**config.mk**
```make
export PLATFORM = sky130hd
export DESIGN_NAME = lf_receiver_main_control
export DESIGN_NICKNAME = d
export VERILOG_FILES = /design/src/hw/lf_ctl_pkg.sv /design/src/hw/lf_receiver_main_control.sv
export SDC_FILE = /design/constraint.sdc
export NUM_CORES = 1
export LEC_CHECK = 0
export BUFFER_PORTS_ARGS = -buffer_cell sky130_fd_sc_hd__buf_4
export CAP_MARGIN = 40
export CORE_AREA = 2 2 67 69
export CTS_BUF_LIST = sky130_fd_sc_hd__clkbuf_2 sky130_fd_sc_hd__clkbuf_4 sky130_fd_sc_hd__clkbuf_8
export DETAILED_ROUTE_END_ITERATION = 6
export DIE_AREA = 0 0 69 71
export PLACE_DENSITY = 0.88
export SLEW_MARGIN = 20
export SYNTH_ARGS = -nofsm -noshare
export SYNTH_HDL_FRONTEND = slang
export SYNTH_SLANG_ARGS = --single-unit
export TNS_END_PERCENT = 100
```
**constraint.sdc**
```tcl
create_clock -name sys_clk -period 7.3 [get_ports sys_clk]
set_input_delay 0.73 -clock sys_clk [delete_from_list [all_inputs] [get_ports sys_clk]]
set_output_delay 0.73 -clock sys_clk [all_outputs]
set_load 0.05 [all_outputs]
```
**src/hw/lf_ctl_pkg.sv**
```systemverilog
// Package: register map, field layout and timing constants for the main control register
package lf_ctl_pkg;
  localparam logic [7:0] main_ctl_addr      = 8'h20;
  localparam logic [7:0] main_ctl_reset     = 8'h00;
  localparam int         bit_receiver_on    = 7;
  localparam int         bit_soft_reset     = 6;
  localparam int         bit_carrier_mode   = 5;
  localparam int         bit_page_select    = 4;
  localparam int         autozero_time_ns   = 64000;
  localparam int         clk_period_ns      = 5;
  // Least time, rounded up to whole clock cycles
  localparam int         autozero_cycles    = (autozero_time_ns + clk_period_ns - 1) / clk_period_ns;
  localparam logic [1:0] id_none            = 2'h0;
  localparam logic [1:0] id_low8            = 2'h1;
  localparam logic [1:0] id_full16          = 2'h2;
  localparam logic [1:0] id_either8         = 2'h3;

  typedef struct packed {
    logic       receiver_on;
    logic       soft_reset_trigger;
    logic       carrier_mode_select;
    logic       register_page_select;
    logic [1:0] wakeup_id_select;
    logic [1:0] sensitivity_select;
  } main_ctl_t;

  typedef struct packed {
    logic       valid;
    logic [7:0] first;
    logic [7:0] second;
    logic       two_bytes;
  } rx_id_t;

  typedef enum logic [1:0] {
    st_standby  = 2'b00,
    st_wait_osc = 2'b01,
    st_power_up = 2'b10,
    st_autozero = 2'b11
  } rx_state_t;
endpackage : lf_ctl_pkg

```
**src/hw/lf_receiver_main_control.sv**
```systemverilog
// Main control register of the low-frequency wake-up receiver with power-up sequencer
module lf_receiver_main_control
  import lf_ctl_pkg::*;
#(
  parameter int autozero_len = autozero_cycles
) (
  input  wire logic                  sys_clk,
  input  wire logic                  rstn,
  input  wire logic                  reg_wr,
  input  wire logic                  reg_rd,
  input  wire logic [7:0]            reg_addr,
  input  wire logic [7:0]            reg_wdata,
  output logic      [7:0]            reg_rdata,
  input  wire logic                  low_freq_osc_clock,
  input  wire logic [7:0]            wakeup_id_low,
  input  wire logic [7:0]            wakeup_id_high,
  input  wire lf_ctl_pkg::rx_id_t    rx_id,
  input  wire logic                  carrier_seen,
  input  wire logic                  carrier_detect_irq_enable,
  output logic                       receiver_active,
  output logic                       receiver_ready,
  output logic                       soft_reset_pulse,
  output logic                       carrier_mode,
  output logic                       page_select,
  output logic [1:0]                 det_threshold,
  output logic                       id_match,
  output logic                       carrier_wake
);
  import lf_ctl_pkg::*;

  // ----------------------------------------------------------------
  // Register
  // ----------------------------------------------------------------
  main_ctl_t ctl_q, ctl_d;
  logic      srst_q;
  wire       hit   = reg_addr == main_ctl_addr;
  wire       wr_en = reg_wr && hit;
  main_ctl_t wr_val;
  assign wr_val = main_ctl_t'(reg_wdata);

  // soft reset clears ID select too
  always_comb begin
    ctl_d = ctl_q;
    if (srst_q) begin
      ctl_d.register_page_select = 1'b0;
      ctl_d.wakeup_id_select     = id_none;
    end
    // A write in the same cycle wins over the clear
    if (wr_en) begin
      ctl_d = wr_val;
    end
    ctl_d.soft_reset_trigger = 1'b0;
  end

  always_ff @(posedge sys_clk or negedge rstn) begin
    if (!rstn) begin
      ctl_q  <= main_ctl_t'(main_ctl_reset);
      srst_q <= 1'b0;
    end else begin
      ctl_q  <= ctl_d;
      srst_q <= wr_en && wr_val.soft_reset_trigger;
    end
  end

  wire [7:0] rd_val = hit ? 8'(ctl_q) : 8'h00;
  always_ff @(posedge sys_clk or negedge rstn) begin
    if (!rstn) begin
      reg_rdata <= 8'h00;
    end else if (reg_rd) begin
      reg_rdata <= rd_val;
    end
  end

  // ----------------------------------------------------------------
  // Oscillator edge detect
  // ----------------------------------------------------------------
  // Oscillator runs free of sys_clk
  // Two-stage sync; first stage feeds only the second
  logic osc_s1_q, osc_s2_q, osc_s3_q;
  always_ff @(posedge sys_clk or negedge rstn) begin
    if (!rstn) begin
      osc_s1_q <= 1'b0;
      osc_s2_q <= 1'b0;
      osc_s3_q <= 1'b0;
    end else begin
      osc_s1_q <= low_freq_osc_clock;
      osc_s2_q <= osc_s1_q;
      osc_s3_q <= osc_s2_q;
    end
  end
  wire osc_rise = osc_s2_q && !osc_s3_q;

  // ----------------------------------------------------------------
  // Power-up sequencer
  // ----------------------------------------------------------------
  rx_state_t st_q, st_d;
  logic [$clog2(autozero_len+1)-1:0] az_q, az_d;
  localparam int az_w = $clog2(autozero_len+1);

  // osc edge, one osc cycle, then auto-zero
  always_comb begin
    st_d = st_q;
    az_d = az_q;
    unique case (st_q)
      st_standby:  if (ctl_q.receiver_on) st_d = st_wait_osc;
      st_wait_osc: if (osc_rise) st_d = st_power_up;
      st_power_up: if (osc_rise) begin
        st_d = st_autozero;
        az_d = az_w'(autozero_len - 1);
      end
      st_autozero: if (az_q != '0) az_d = az_q - az_w'(1);
    endcase
    // Abort at once; software must idle two osc cycles
    if (!ctl_q.receiver_on || srst_q) begin
      st_d = st_standby;
      az_d = '0;
    end
  end

  always_ff @(posedge sys_clk or negedge rstn) begin
    if (!rstn) begin
      st_q <= st_standby;
      az_q <= '0;
    end else begin
      st_q <= st_d;
      az_q <= az_d;
    end
  end

  // ----------------------------------------------------------------
  // ID compare and outputs
  // ----------------------------------------------------------------
  // ID length and source selection
  // either byte matches in mode 11
  function automatic logic id_ok(input logic [1:0] sel, input rx_id_t id,
                                 input logic [7:0] lo, input logic [7:0] hi);
    unique case (sel)
      id_none:   id_ok = 1'b1;
      id_low8:   id_ok = !id.two_bytes && id.first == lo;
      id_full16: id_ok = id.two_bytes && id.first == hi && id.second == lo;
      id_either8: id_ok = !id.two_bytes && (id.first == lo || id.first == hi);
    endcase
  endfunction
  wire match_d = rx_id.valid && id_ok(ctl_q.wakeup_id_select, rx_id,
                                      wakeup_id_low, wakeup_id_high);
  wire ready_d = st_q == st_autozero && az_q == '0;
  // carrier mode wakes host if enabled
  wire wake_d  = ready_d && ctl_q.carrier_mode_select && carrier_seen
                 && carrier_detect_irq_enable;

  // Carrier mode ignores IDs, it only looks for a carrier
  wire id_hit_d = match_d && ready_d && !ctl_q.carrier_mode_select;

  // ----------------------------------------------------------------
  // Status outputs
  // ----------------------------------------------------------------
  // Registered so the host never sees a decode glitch
  always_ff @(posedge sys_clk or negedge rstn) begin
    if (!rstn) begin
      receiver_active <= 1'b0;
      receiver_ready  <= 1'b0;
    end else begin
      receiver_active <= st_q != st_standby;
      receiver_ready  <= ready_d;
    end
  end

  // ----------------------------------------------------------------
  // Field copies
  // ----------------------------------------------------------------
  // threshold code passed through
  // page bit forwarded to paged decode
  always_ff @(posedge sys_clk or negedge rstn) begin
    if (!rstn) begin
      carrier_mode  <= 1'b0;
      page_select   <= 1'b0;
      det_threshold <= 2'h0;
    end else begin
      carrier_mode  <= ctl_q.carrier_mode_select;
      page_select   <= ctl_q.register_page_select;
      det_threshold <= ctl_q.sensitivity_select;
    end
  end

  // ----------------------------------------------------------------
  // Event outputs
  // ----------------------------------------------------------------
  // Soft reset and ID pulses last as long as the soft reset write or the ID valid does
  always_ff @(posedge sys_clk or negedge rstn) begin
    if (!rstn) begin
      soft_reset_pulse <= 1'b0;
      id_match         <= 1'b0;
      carrier_wake     <= 1'b0;
    end else begin
      soft_reset_pulse <= srst_q;
      id_match         <= id_hit_d;
      carrier_wake     <= wake_d;
    end
  end
endmodule // lf_receiver_main_control

```
### Word level (Yosys, flattened, before mapping)

Index checks and enable logic that the tools add are counted.

* reduce and logical (&&, ||, !) cells: 30
* multiplexer cells: 13
* equal/unequal tests: 14
* add/sub/neg operators: 1

Operators with widths (count)
* $mux W14: 3
* $pmux W14 S2: 1
* $eq A8 B8 Y1: 3
* $logic_and A1 B1 Y1: 14
* $logic_not A14 Y1: 1
* $reduce_bool A14 Y1: 1
* $sub A14 B1 Y14 const B: 1
* $ne A3 B3 Y1 const B: 4
* $eq A2 B2 Y1 const B: 4
* $eq A8 B6 Y1 const B: 1
* $mux W2: 4
* $mux W8: 1
* $pmux W2 S3: 1
* $mux W5: 1
* $eq A2 B1 Y1 const B: 2
* $logic_not A1 Y1: 4
* $logic_not A2 Y1: 2
* $pmux W1 S4: 1
* $reduce_and A4 Y1: 1
* $reduce_bool A2 Y1: 2
* $reduce_bool A4 Y1: 1
* $mux W3: 1
* $reduce_and A3 Y1: 1
* $reduce_bool A3 Y1: 1
* $logic_or A1 B1 Y1: 2

* flip-flop bits (word level): 44
* input port bits: 57
* word-level logic and storage cells: 78

### Logic depth before layout (Yosys ltp)

Gate-level depths: netlist of the first run.

* depth after elaboration: 7
* gate-level depth with buffers: 8

### Worst setup path after synthesis of the first run

OpenSTA, ideal clock, no wires.

* path type: reg-to-reg
* start: reg az_q[1]
* end: reg az_q[9]
* path buffers: 0
* period minus slack after synthesis: 2361 ps
* library setup time: 82 ps
* data required time: 7218 ps
* arrival: 2279 ps
* path slack: 4939 ps
* stages on the path, launching flop included: 6
* cell sequence: dfrtp_1 or3_4 or4_4 or4_1 or4b_1 a31oi_1

* cells in the longest elaborated chain, start to end: 4
* elaborated cells on any way between the ends: 7
* classes of those cells: 1 x add/sub; 1 x eq/ne; 3 x mux; 2 x reduce/logical

RTL lines
* from (decl): RTL line lf_receiver_main_control.sv:97 `logic [$clog2(autozero_len+1)-1:0] az_q, az_d;`
* from (signal assigned): RTL line lf_receiver_main_control.sv:126 `az_q <= az_d;`
* $sub A14 B1 Y14: RTL line lf_receiver_main_control.sv:111 `st_autozero: if (az_q != '0) az_d = az_q - az_w'(1);`
* $mux W14: RTL line lf_receiver_main_control.sv:111
* $pmux W14 S2: RTL line lf_receiver_main_control.sv:104 `unique case (st_q)`
* $mux W14: RTL line lf_receiver_main_control.sv:114 `if (!ctl_q.receiver_on || srst_q) begin`

Parallel ways exist; a longest one is shown, timed or not. The select of a mux whose other input is x is not followed.
A chain may end at the register's enable or synchronous reset.

### Final worst setup path of the first run

* start: reg az_q[9]
* end: reg az_q[5]

* cells in the longest elaborated chain, start to end: 3

RTL lines (RTL line)
* $reduce_bool A14 Y1: lf_receiver_main_control.sv:111
* $ne A3 B3 Y1 (no line)
* $reduce_and A3 Y1 (no line)

Every way passes these cells.

==> results of run 1 <==
-- flip-flops by register name, indices dropped and copies added, names as in the netlist, 2 cells and up --
name	flops
ctl_q	7
az_q	14
st_q	2
det_threshold	2
reg_rdata	7
-- final cells by class --
cell class              count  area, sq um
flip-flops and latches     43         1076
multi-input cells         156         1075
inverters                  17        63.81
clock buffers               5        68.82
repair buffers             73        548.0
fillers                   318         1240
well taps                  52        65.06
clock inverters             3        67.56
-- power by group through the flow --
stage	clock (mW)	combinational (mW)	sequential, mW
4_1_cts	0.224	0.0630	0.245
3_3_place_gp	0	0.0612	0.250
3_5_place_dp	0	0.0629	0.250
5_1_grt	0.233	0.0680	0.246
6_report	0.219	0.0620	0.245
2_1_floorplan	0	0.0213	0.254
-- Yosys cell counts, drive strengths merged (2+ instances only) --
cell type	number
a41oi	2
nor3	10
a211oi	2
a311oi	8
dfrtp	43
nor4	4
clkbuf	4
xnor2	20
nand2b	5
or4	2
inv	17
buf	2
nand3b	5
or3	2
a21oi	6
and4	3
mux2i	5
nor2	15
nand2	13
o21ai	15
xor2	4
nor2b	3
nand3	3
nand4	7
mux2	5
ha	5
-- final timing paths --
check	to	slack, ns	cells after the start
max	az_q[5]	4.77	5
min reg2reg	osc_s3_q	0.37	0
min	osc_s3_q	0.37	0
max in group asynchronous	reg_rdata[5]	6.54	1
max reg2reg	az_q[5]	4.77	5
min in group asynchronous	ctl_q[7]	0.40	1
-- kinds of logic (layout without fill, tap and decap cells) --
family                     after synthesis  in the layout  synth area share, %
AOI/OAI and AO/OA                       39             39                11.67
adders and majority gates                5              5                2.792
other                                    1              1               0.1673
buffers and inverters                   23             98                4.020
DFF                                     43             43                48.02
muxes                                   10             10                4.746
xor gates and xnor gates                24             24                9.380
and+or+nand+nor                         77             77                19.21
-- per-layer routing --
| layer | vias to the layer above | GRT usage, % | part of all wire, % |
|---|---|---|---|
| met3 | 10 | 4.843 | 6.0 |
| met1 | 889 | 25.51 | 42 |
| li1 | 935 | - | - |
| met5 | - | 0 | 0 |
| met4 | 0 | 7.843 | 1.5 |
| met2 | 73 | 37.93 | 51 |
-- cell usage in the layout, fill, tap and decap left out, types with 6 or more instances in the layout --
cell type   n
a21oi_1     6
a311oi_1    8
buf_4      73
dfrtp_1    43
inv_1      17
nand2_1    13
nand4_1     7
nor2_1     15
nor3_1     10
o21ai_0    15
xnor2_1    20
-- metrics by stage --
step / utilization (%) / worst slack [ns] / cells
after floorplan: - / 4.939 / 222
after CTS: 70.51 / 4.783 / 349
after detailed placement: 67.26 / 4.793 / 341
after global routing: 70.51 / 4.458 / 349
final: 70.51 / 4.766 / 349
after global placement: 67.08 / 4.596 / 340
==> metrics.yaml, run 1 <==
grt_pass1_wl_mm: 8.404
path_cells: "nor4_1 -> nand2_1 -> nor4_1 -> nor3_1 -> a311oi_1"
cp-end-kind: "flop"
combinationalPowerShare_pct: 11.8
crit_path_max_incr_delay_ns: 0.76
max-vdd-ir-drop_mv: 0.09257
syn-cell-area_sq_mm: 0.002241
area_delta_synth_final_pct: 32.27
cts_hold_buf: 0
power.density_mw_per_mm2: 177.4
synth_edf_count: 0
drive_above_1_share_pct: 29.97
worstSetupStartpointType: "flop"
yosysTopAreaCell: "dfrtp_1"
antenna_found_initial: 0
ys_ff_latch: 43
critPathTopFamily: "simple AND/OR/NAND/NOR gates"
p_switching_mw: 0.1134
io_buffer_count: 72
hp-start: "osc_s2_q"
power.leakage_nw: 1.377
slew_violations: 0
status: "finished clean"
drv_cap: 0
yosysTopAreaCellShare_pct: 48.02
arrival_ns: 2.73
finalClockSkew_ns: 0.009298
cts_tree: "built"
synth_ff_type: "dfrtp_1"
syn-instance-count: 222
crit_path_frequent_cell: "nor4_1"
cts.htree.levels: 2
post-route-min-period_ns: 2.534
crit_buf_inv: 0
post_cts_buffers: 0
crit_fanout: 5
fin_nets: 358
grt-ovfl-total: 0
crit_type: "reg2reg"
p_seq_share_pct: 46.6
critPathLaunch: "az_q[9]"
grt_use_total_pct: 21.37
die_w_um: 69
p_clk_share_pct: 41.6
intPower_mw: 0.4123
finalPower_mw: 0.5258
slowest_stage: "nor4_1"
setup_viol: 0
async_flop_share_pct: 100.0
fmax_mhz: 394.6
avgSynthCellArea_sq_um: 10.09
placed_area_sq_mm: 0.002828
cp.required_ns: 7.50
wl_per_cell_um: 14.07
dr.pass1.iters: 4
gp_congestion: 0.9240
vias: 1907
cts_buffers: 5
io_pins: 74
grt_max_degree: 44
period_share_pct: 34.71
core_area_sq_mm: 0.004204
vias_per_cell: 5.464
drc: 0
syn_nets: 284
initial_core_util_pct: 53.30
drt_iter0_drc: 175
ys_warn_count: 0
rsz0062_at_grt: "no"
swShare_pct: 21.57
grt_pass1_vias: 1949
holdWs_ns: 0.3739
dieArea_sq_mm: 0.004899
regToRegStartpoint: "az_q[9]"
clockRootBuffer: "clkbuf_8"
finalHoldViolations: 0
ant_nets: 0
setup_tns_ns: 0
hold_class: "reg2reg"
clock_latency_ns: 0.30
wl_mm: 4.909
synth.distinct_cells: 41
yosysSeqAreaShare_pct: 48.02
diodes: 0
relSlewSlack_pct: 43.42
fin_area_sq_mm: 0.002964
yosys-top-cells-area: "dfrtp_1 (48%), xnor2_1 (7.8%), o21ai_0 (3.4%)"
hpwl_mm: 3.826
cts_sinks: 43
worst_pin_slew_ns: 0.8410
rows: 24
die_y_um: 71
clk_pin_slew_worst_paths_ns: 0.08
cts_resized: 0
cts_buffer_depth: 2
(Power assumes the default switching activity.)
==> run 2: changes to the inputs <==
--- a/config.mk
+++ b/config.mk
@@ -7,11 +7,11 @@
 export LEC_CHECK = 0
 export BUFFER_PORTS_ARGS = -buffer_cell sky130_fd_sc_hd__buf_4
 export CAP_MARGIN = 40
-export CORE_AREA = 2 2 67 69
+export CORE_AREA = 2 2 73 75
 export CTS_BUF_LIST = sky130_fd_sc_hd__clkbuf_2 sky130_fd_sc_hd__clkbuf_4 sky130_fd_sc_hd__clkbuf_8
 export DETAILED_ROUTE_END_ITERATION = 6
-export DIE_AREA = 0 0 69 71
-export PLACE_DENSITY = 0.88
+export DIE_AREA = 0 0 75 77
+export PLACE_DENSITY = 0.79
 export SLEW_MARGIN = 20
 export SYNTH_ARGS = -nofsm -noshare
 export SYNTH_HDL_FRONTEND = slang
==> constraint.sdc (replaced) <==
create_clock -name sys_clk -period 2.15 [get_ports sys_clk]
set_input_delay 0.215 -clock sys_clk [delete_from_list [all_inputs] [get_ports sys_clk]]
set_output_delay 0.215 -clock sys_clk [all_outputs]
set_load 0.05 [all_outputs]
==> run 2 against run 1 <==
  * The run now ends with setup timing left
  * Die area rose by 18%
  * Final cell count rose by 11%
  * First-iteration DRC count decreased by 38%
  * Non-clock buffer count increased by 19
  * Routed wire length increased by 12%
  * Largest cell class is now multi-input gates
  * Largest power group unchanged
==> metrics.yaml, run 2 (synthesis results as in run 1) <==
critPathTopFamily: "simple AND/OR/NAND/NOR gates"
crit_fanout: 3
drv_cap: 0
initial_core_util_pct: 45.02
finalClockSkew_ns: 0.01158
cts.htree.levels: 2
hpwl_mm: 4.071
final_core_util_pct: 63.40
fillers: 399
final_cell_mix: "buf_4 (89), dfrtp_1 (43), xnor2_1 (20)"
rsz0062_at_grt: "yes"
clk_pin_slew_worst_paths_ns: 0.09
area_delta_synth_final_pct: 40.82
setup_viol: 1
die_w_um: 75
setup_tns_ns: -0.1789
slew_violations: 0
crit_type: "reg2reg"
finalNonFillerCells: 386
wl_mm: 5.521
dr.pass1.iters: 4
finalPower_mw: 1.572
power.leakage_nw: 1.475
arrival_ns: 2.54
holdWs_ns: 0.02175
cts_tree: "built"
grt_max_degree: 44
cts_buffer_depth: 2
largest_register_ffs: 14
post-route-min-period_ns: 2.329
period_share_pct: 108.3
power.density_mw_per_mm2: 498.2
grt-ovfl-total: 0
diodes: 0
io_pins: 74
cp.required_ns: 2.36
drc: 0
vias: 2053
violations: "setup timing"
layout_commonest_cell: "buf_4"
dieArea_sq_mm: 0.005775
ant_nets: 0
relSlewSlack_pct: 46.08
top_register: "az_q"
finalHoldViolations: 0
vias_per_cell: 5.319
grt_pass1_vias: 2063
path_cells: "or3_4 -> or4_4 -> or4_4 -> or4b_1 -> a31oi_1"
gp_congestion: 0.9115
core_area_sq_mm: 0.004977
reg.largest.list: "az_q (14), ctl_q (7), reg_rdata (7)"
max-vdd-ir-drop_mv: 0.3452
swShare_pct: 25.46
worstSetupStartpointType: "flop"
drt_iter0_drc: 109
timing.final.ws_setup_ns: -0.1789
p_switching_mw: 0.4002
drive_above_1_share_pct: 36.39
slowest_stage: "or4b_1"
wl_per_cell_um: 14.30
clock_latency_ns: 0.30
io_buffer_count: 72
intPower_mw: 1.172
combinationalPowerShare_pct: 13.6
rows: 26
p_clk_share_pct: 33.5
grt_use_total_pct: 20.03
die_y_um: 77
status: "finished with violations"
cp-end-kind: "flop"
crit_path_max_incr_delay_ns: 0.47
cts_sinks: 43
clockRootBuffer: "clkbuf_8"
antenna_found_initial: 0
cts_buffers: 5
fmax_mhz: 429.4
hold_class: "in2reg"
crit_path_frequent_cell: "or4_4"
worst_pin_slew_ns: 0.8027
p_seq_share_pct: 52.9
crit_buf_inv: 0
fin_nets: 377
grt_pass1_wl_mm: 9.052
place_inst: 375
==> run 2: cell type report <==
class,count,area [sq um],area share (%)
multi-input combinational,156,1129,35.77
sequential,43,1076,34.10
timing repair buffer,92,700.7,22.20
tap,70,87.58,2.776
clock buffer,5,68.82,2.181
inverter,17,68.82,2.181
clock inverter,3,25.02,0.7930
==> run 2: per-stage QoR <==
stage / setup slack, ns / area, sq um
detailed placement: -0.2320 / 2970
floorplan: -0.2112 / 2241
CTS: -0.1680 / 3122
global route: -0.2501 / 3156
global placement: -0.1781 / 2970
finish: -0.1789 / 3156
==> run 2: worst register-to-register path: stages, from the launching register on <==
cell and delay [ns]:
dfrtp_1 0.40, or3_4 0.40, or4_4 0.43, or4_4 0.43
or4b_1 0.47, a31oi_1 0.13
==> run 2: metal layers <==
layer	vias to the layer above	wire (um)	track usage (%)
li1	978	-	-
met4	0	57	4.464
met1	978	2229	25.61
met3	8	464	6.307
met2	89	2769	32.81
met5	-	0	0
==> run 2: power groups by stage <==
stage / clock network [mW] / logic, mW / registers [mW]
global placement: 0 / 0.210 / 0.847
CTS: 0.541 / 0.217 / 0.832
finish: 0.526 / 0.214 / 0.832
global route: 0.570 / 0.233 / 0.834
floorplan: 0 / 0.0723 / 0.862
detailed placement: 0 / 0.215 / 0.848
==> run 2: worst paths after layout <==
| kind | endpoint | depth (start not counted) | slack, ns | startpoint |
|---|---|---|---|---|
| worst max register to register | az_q[9] | 5 | -0.18 | az_q[2] |
| worst min register to register | osc_s2_q | 0 | 0.36 | osc_s1_q |
| max in group asynchronous | carrier_wake | 2 | 1.33 | rstn |
| worst min-delay path | osc_s1_q | 1 | 0.02 | low_freq_osc_clock |
| worst max-delay path | az_q[9] | 5 | -0.18 | az_q[2] |
| min in group asynchronous | reg_rdata[1] | 2 | 0.43 | rstn |
==> run 2: what timing repair did <==
action	4_1_cts	5_1_grt
pin swaps	3	4
hold buffers	1	0
buffers inserted	3	1
endpoints found under the hold margin	43	0
endpoints found under the setup margin	9	13
gates resized for setup	6	10
==> run 3: changes to the inputs <==
--- a/config.mk
+++ b/config.mk
@@ -11,6 +11,7 @@
 export CTS_BUF_LIST = sky130_fd_sc_hd__clkbuf_2 sky130_fd_sc_hd__clkbuf_4 sky130_fd_sc_hd__clkbuf_8
 export DETAILED_ROUTE_END_ITERATION = 6
 export DIE_AREA = 0 0 75 77
+export GPL_TIMING_DRIVEN = 0
 export PLACE_DENSITY = 0.79
 export SLEW_MARGIN = 20
 export SYNTH_ARGS = -nofsm -noshare
==> constraint.sdc (replaced) <==
create_clock -name sys_clk -period 2.15 [get_ports sys_clk]
set_input_delay 0.215 -clock sys_clk [delete_from_list [all_inputs] [get_ports sys_clk]]
set_output_delay 0.215 -clock sys_clk [all_outputs]
set_load 0.005 [all_outputs]
==> run 3 against run 2 <==
  * The flow still finishes with violations (setup timing)
  * Power rose by 1.6%
  * First-iteration DRC count rose by 47%
  * Die area stayed put
  * Fmax decreased by 3.7%
  * Largest cell class unchanged
  * Largest power group unchanged
  * Highest routed layer unchanged
==> metrics.yaml, run 3 (synthesis results as in run 1) <==
crit_fanout: 2
cts_sinks: 43
critPathTopFamily: "simple AND/OR/NAND/NOR gates"
critPathLaunch: "az_q[2]"
initial_core_util_pct: 45.02
intPower_mw: 1.232
clockRootBuffer: "clkbuf_8"
fin_nets: 376
vias: 2012
grt.busiest_layer: "met2"
drc: 0
drv_cap: 0
finalNonFillerCells: 385
p_seq_share_pct: 52.1
swShare_pct: 22.88
cts_buffer_depth: 2
vias_per_cell: 5.226
worst_pin_slew_ns: 0.5368
power.density_mw_per_mm2: 505.5
post-route-min-period_ns: 2.419
crit_buf_inv: 0
top_register: "az_q"
cts.htree.levels: 2
place_inst: 364
rsz0062_at_grt: "yes"
dr.pass1.iters: 4
io_pins: 74
regToRegStartpoint: "az_q[2]"
crit_type: "reg2reg"
timing.final.ws_setup_ns: -0.2695
use_met2_pct: 31.84
io_buffer_count: 72
grt_pass1_wl_mm: 8.983
cp.required_ns: 2.36
p_clk_share_pct: 35.9
gp_congestion: 0.8151
die_w_um: 75
worstSetupStartpointType: "flop"
slew_violations: 0
ant_nets: 0
crit_path_max_incr_delay_ns: 0.50
rows: 26
clock_latency_ns: 0.29
hp-start: "low_freq_osc_clock"
dieArea_sq_mm: 0.005775
fillers: 412
finalClockSkew_ns: 0.007821
finalHoldViolations: 0
core_area_sq_mm: 0.004977
min_to: "osc_s1_q"
grt-ovfl-total: 0
largest_register_ffs: 14
hpwl_mm: 3.799
crit_path_frequent_cell: "or4_4"
antenna_found_initial: 0
layout_commonest_cell: "buf_4"
p_switching_mw: 0.3654
ff2ff_setup_slack_ns: -0.27
arrival_ns: 2.63
rr_worst_depth: 5
relSlewSlack_pct: 64.22
hold_class: "in2reg"
clk_pin_slew_worst_paths_ns: 0.09
setup_viol: 1
finalPower_mw: 1.597
die_y_um: 77
met3_usage_pct: 6.439
max-vdd-ir-drop_mv: 0.3847
path_cells: "or3_4 -> or4_4 -> or4_4 -> or4b_1 -> a31oi_1"
hold_depth: 1
drive_above_1_share_pct: 35.56
area_delta_synth_final_pct: 40.98
power.leakage_nw: 1.457
status: "finished with violations"
grt_max_degree: 44
wl_per_cell_um: 13.79
slowest_stage: "or4_4"
final_cell_mix: "buf_4 (86), dfrtp_1 (43), xnor2_1 (20), inv_1 (16)"
reg.largest.list: "az_q (14), ctl_q (7), reg_rdata (7)"
cts_buffers: 5
drt_iter0_drc: 160
grt_pass1_vias: 2012
timing.rr.end: "az_q[9]"
grt_use_total_pct: 19.76
wl_mm: 5.310
fmax_mhz: 413.3
combinationalPowerShare_pct: 12.0
cp-end-kind: "flop"
diodes: 0
cts_tree: "built"
period_share_pct: 112.5
violations: "setup timing"
grt_use_met1_pct: 25.64
[run 3: changes by cell type in the layout (fill, tap and decap cells not counted), moves of 2 or more]
cell and change:
buf_4 -3, buf_6 -2, clkbuf_1 +3, clkbuf_8 +2
clkinv_4 -2, inv_4 -2, nor4_2 -2
[run 3: cell type report]
type	count	area [sq um]	share of cell area (%)
Sequential cell	43	1076	34.06
Timing Repair Buffer	85	640.6	20.28
Inverter	17	63.81	2.020
Buffer	6	30.03	0.9505
Tap cell	70	87.58	2.772
Clock buffer	7	96.34	3.050
Clock inverter	1	7.507	0.2376
Multi-Input combinational cell	156	1157	36.63
[run 3: through the flow]
step                      setup TNS [ns]  hold WS, ns  setup WS [ns]  cell area (sq um)  utilization (%)
final                            -0.2695      0.02936        -0.2695               3159            63.47
after global routing             -0.6072      0.01378        -0.3373               3159            63.47
after CTS                        -0.3408      0.02353        -0.2700               3108            62.44
after detailed placement          -4.315       0.2401        -0.3976               2869            57.64
after global placement            -4.057       0.2310        -0.3793               2869            57.64
after floorplan                  -0.2112     -0.08059        -0.2112               2241                -
[run 3: power groups by stage]
stage | clock (mW) | sequential [mW] | combinational (mW)
2_1_floorplan | 0 | 0.846 | 0.0688
3_3_place_gp | 0 | 0.847 | 0.190
3_5_place_dp | 0 | 0.848 | 0.194
4_1_cts | 0.580 | 0.832 | 0.195
5_1_grt | 0.620 | 0.834 | 0.214
6_report | 0.573 | 0.832 | 0.192
[run 3: how the worst max path moves through the flow]
stage          endpoint  slack (ns)  depth (start not counted)
2_1_floorplan   az_q[9]       -0.21                          5
3_3_place_gp    az_q[2]       -0.38                          5
3_5_place_dp    az_q[5]       -0.40                          8
4_1_cts         az_q[9]       -0.27                          5
5_1_grt         az_q[9]       -0.34                          5
6_report        az_q[9]       -0.27                          5
[run 3: what timing repair did]
| item | CTS | global route |
|---|---|---|
| pin swaps | 6 | 8 |
| resized for setup | 10 | 9 |
| setup buffers | 10 | 2 |
| endpoints found under the hold margin | 43 | 0 |
| endpoints found under the setup margin | 16 | 16 |
| hold buffers | 1 | 0 |
[run 3: per-layer routing]
layer,share of wire [%],routed length [um]
met1,42,2206
met2,49,2583
met3,9.4,501
met4,0.36,19
met5,0,0
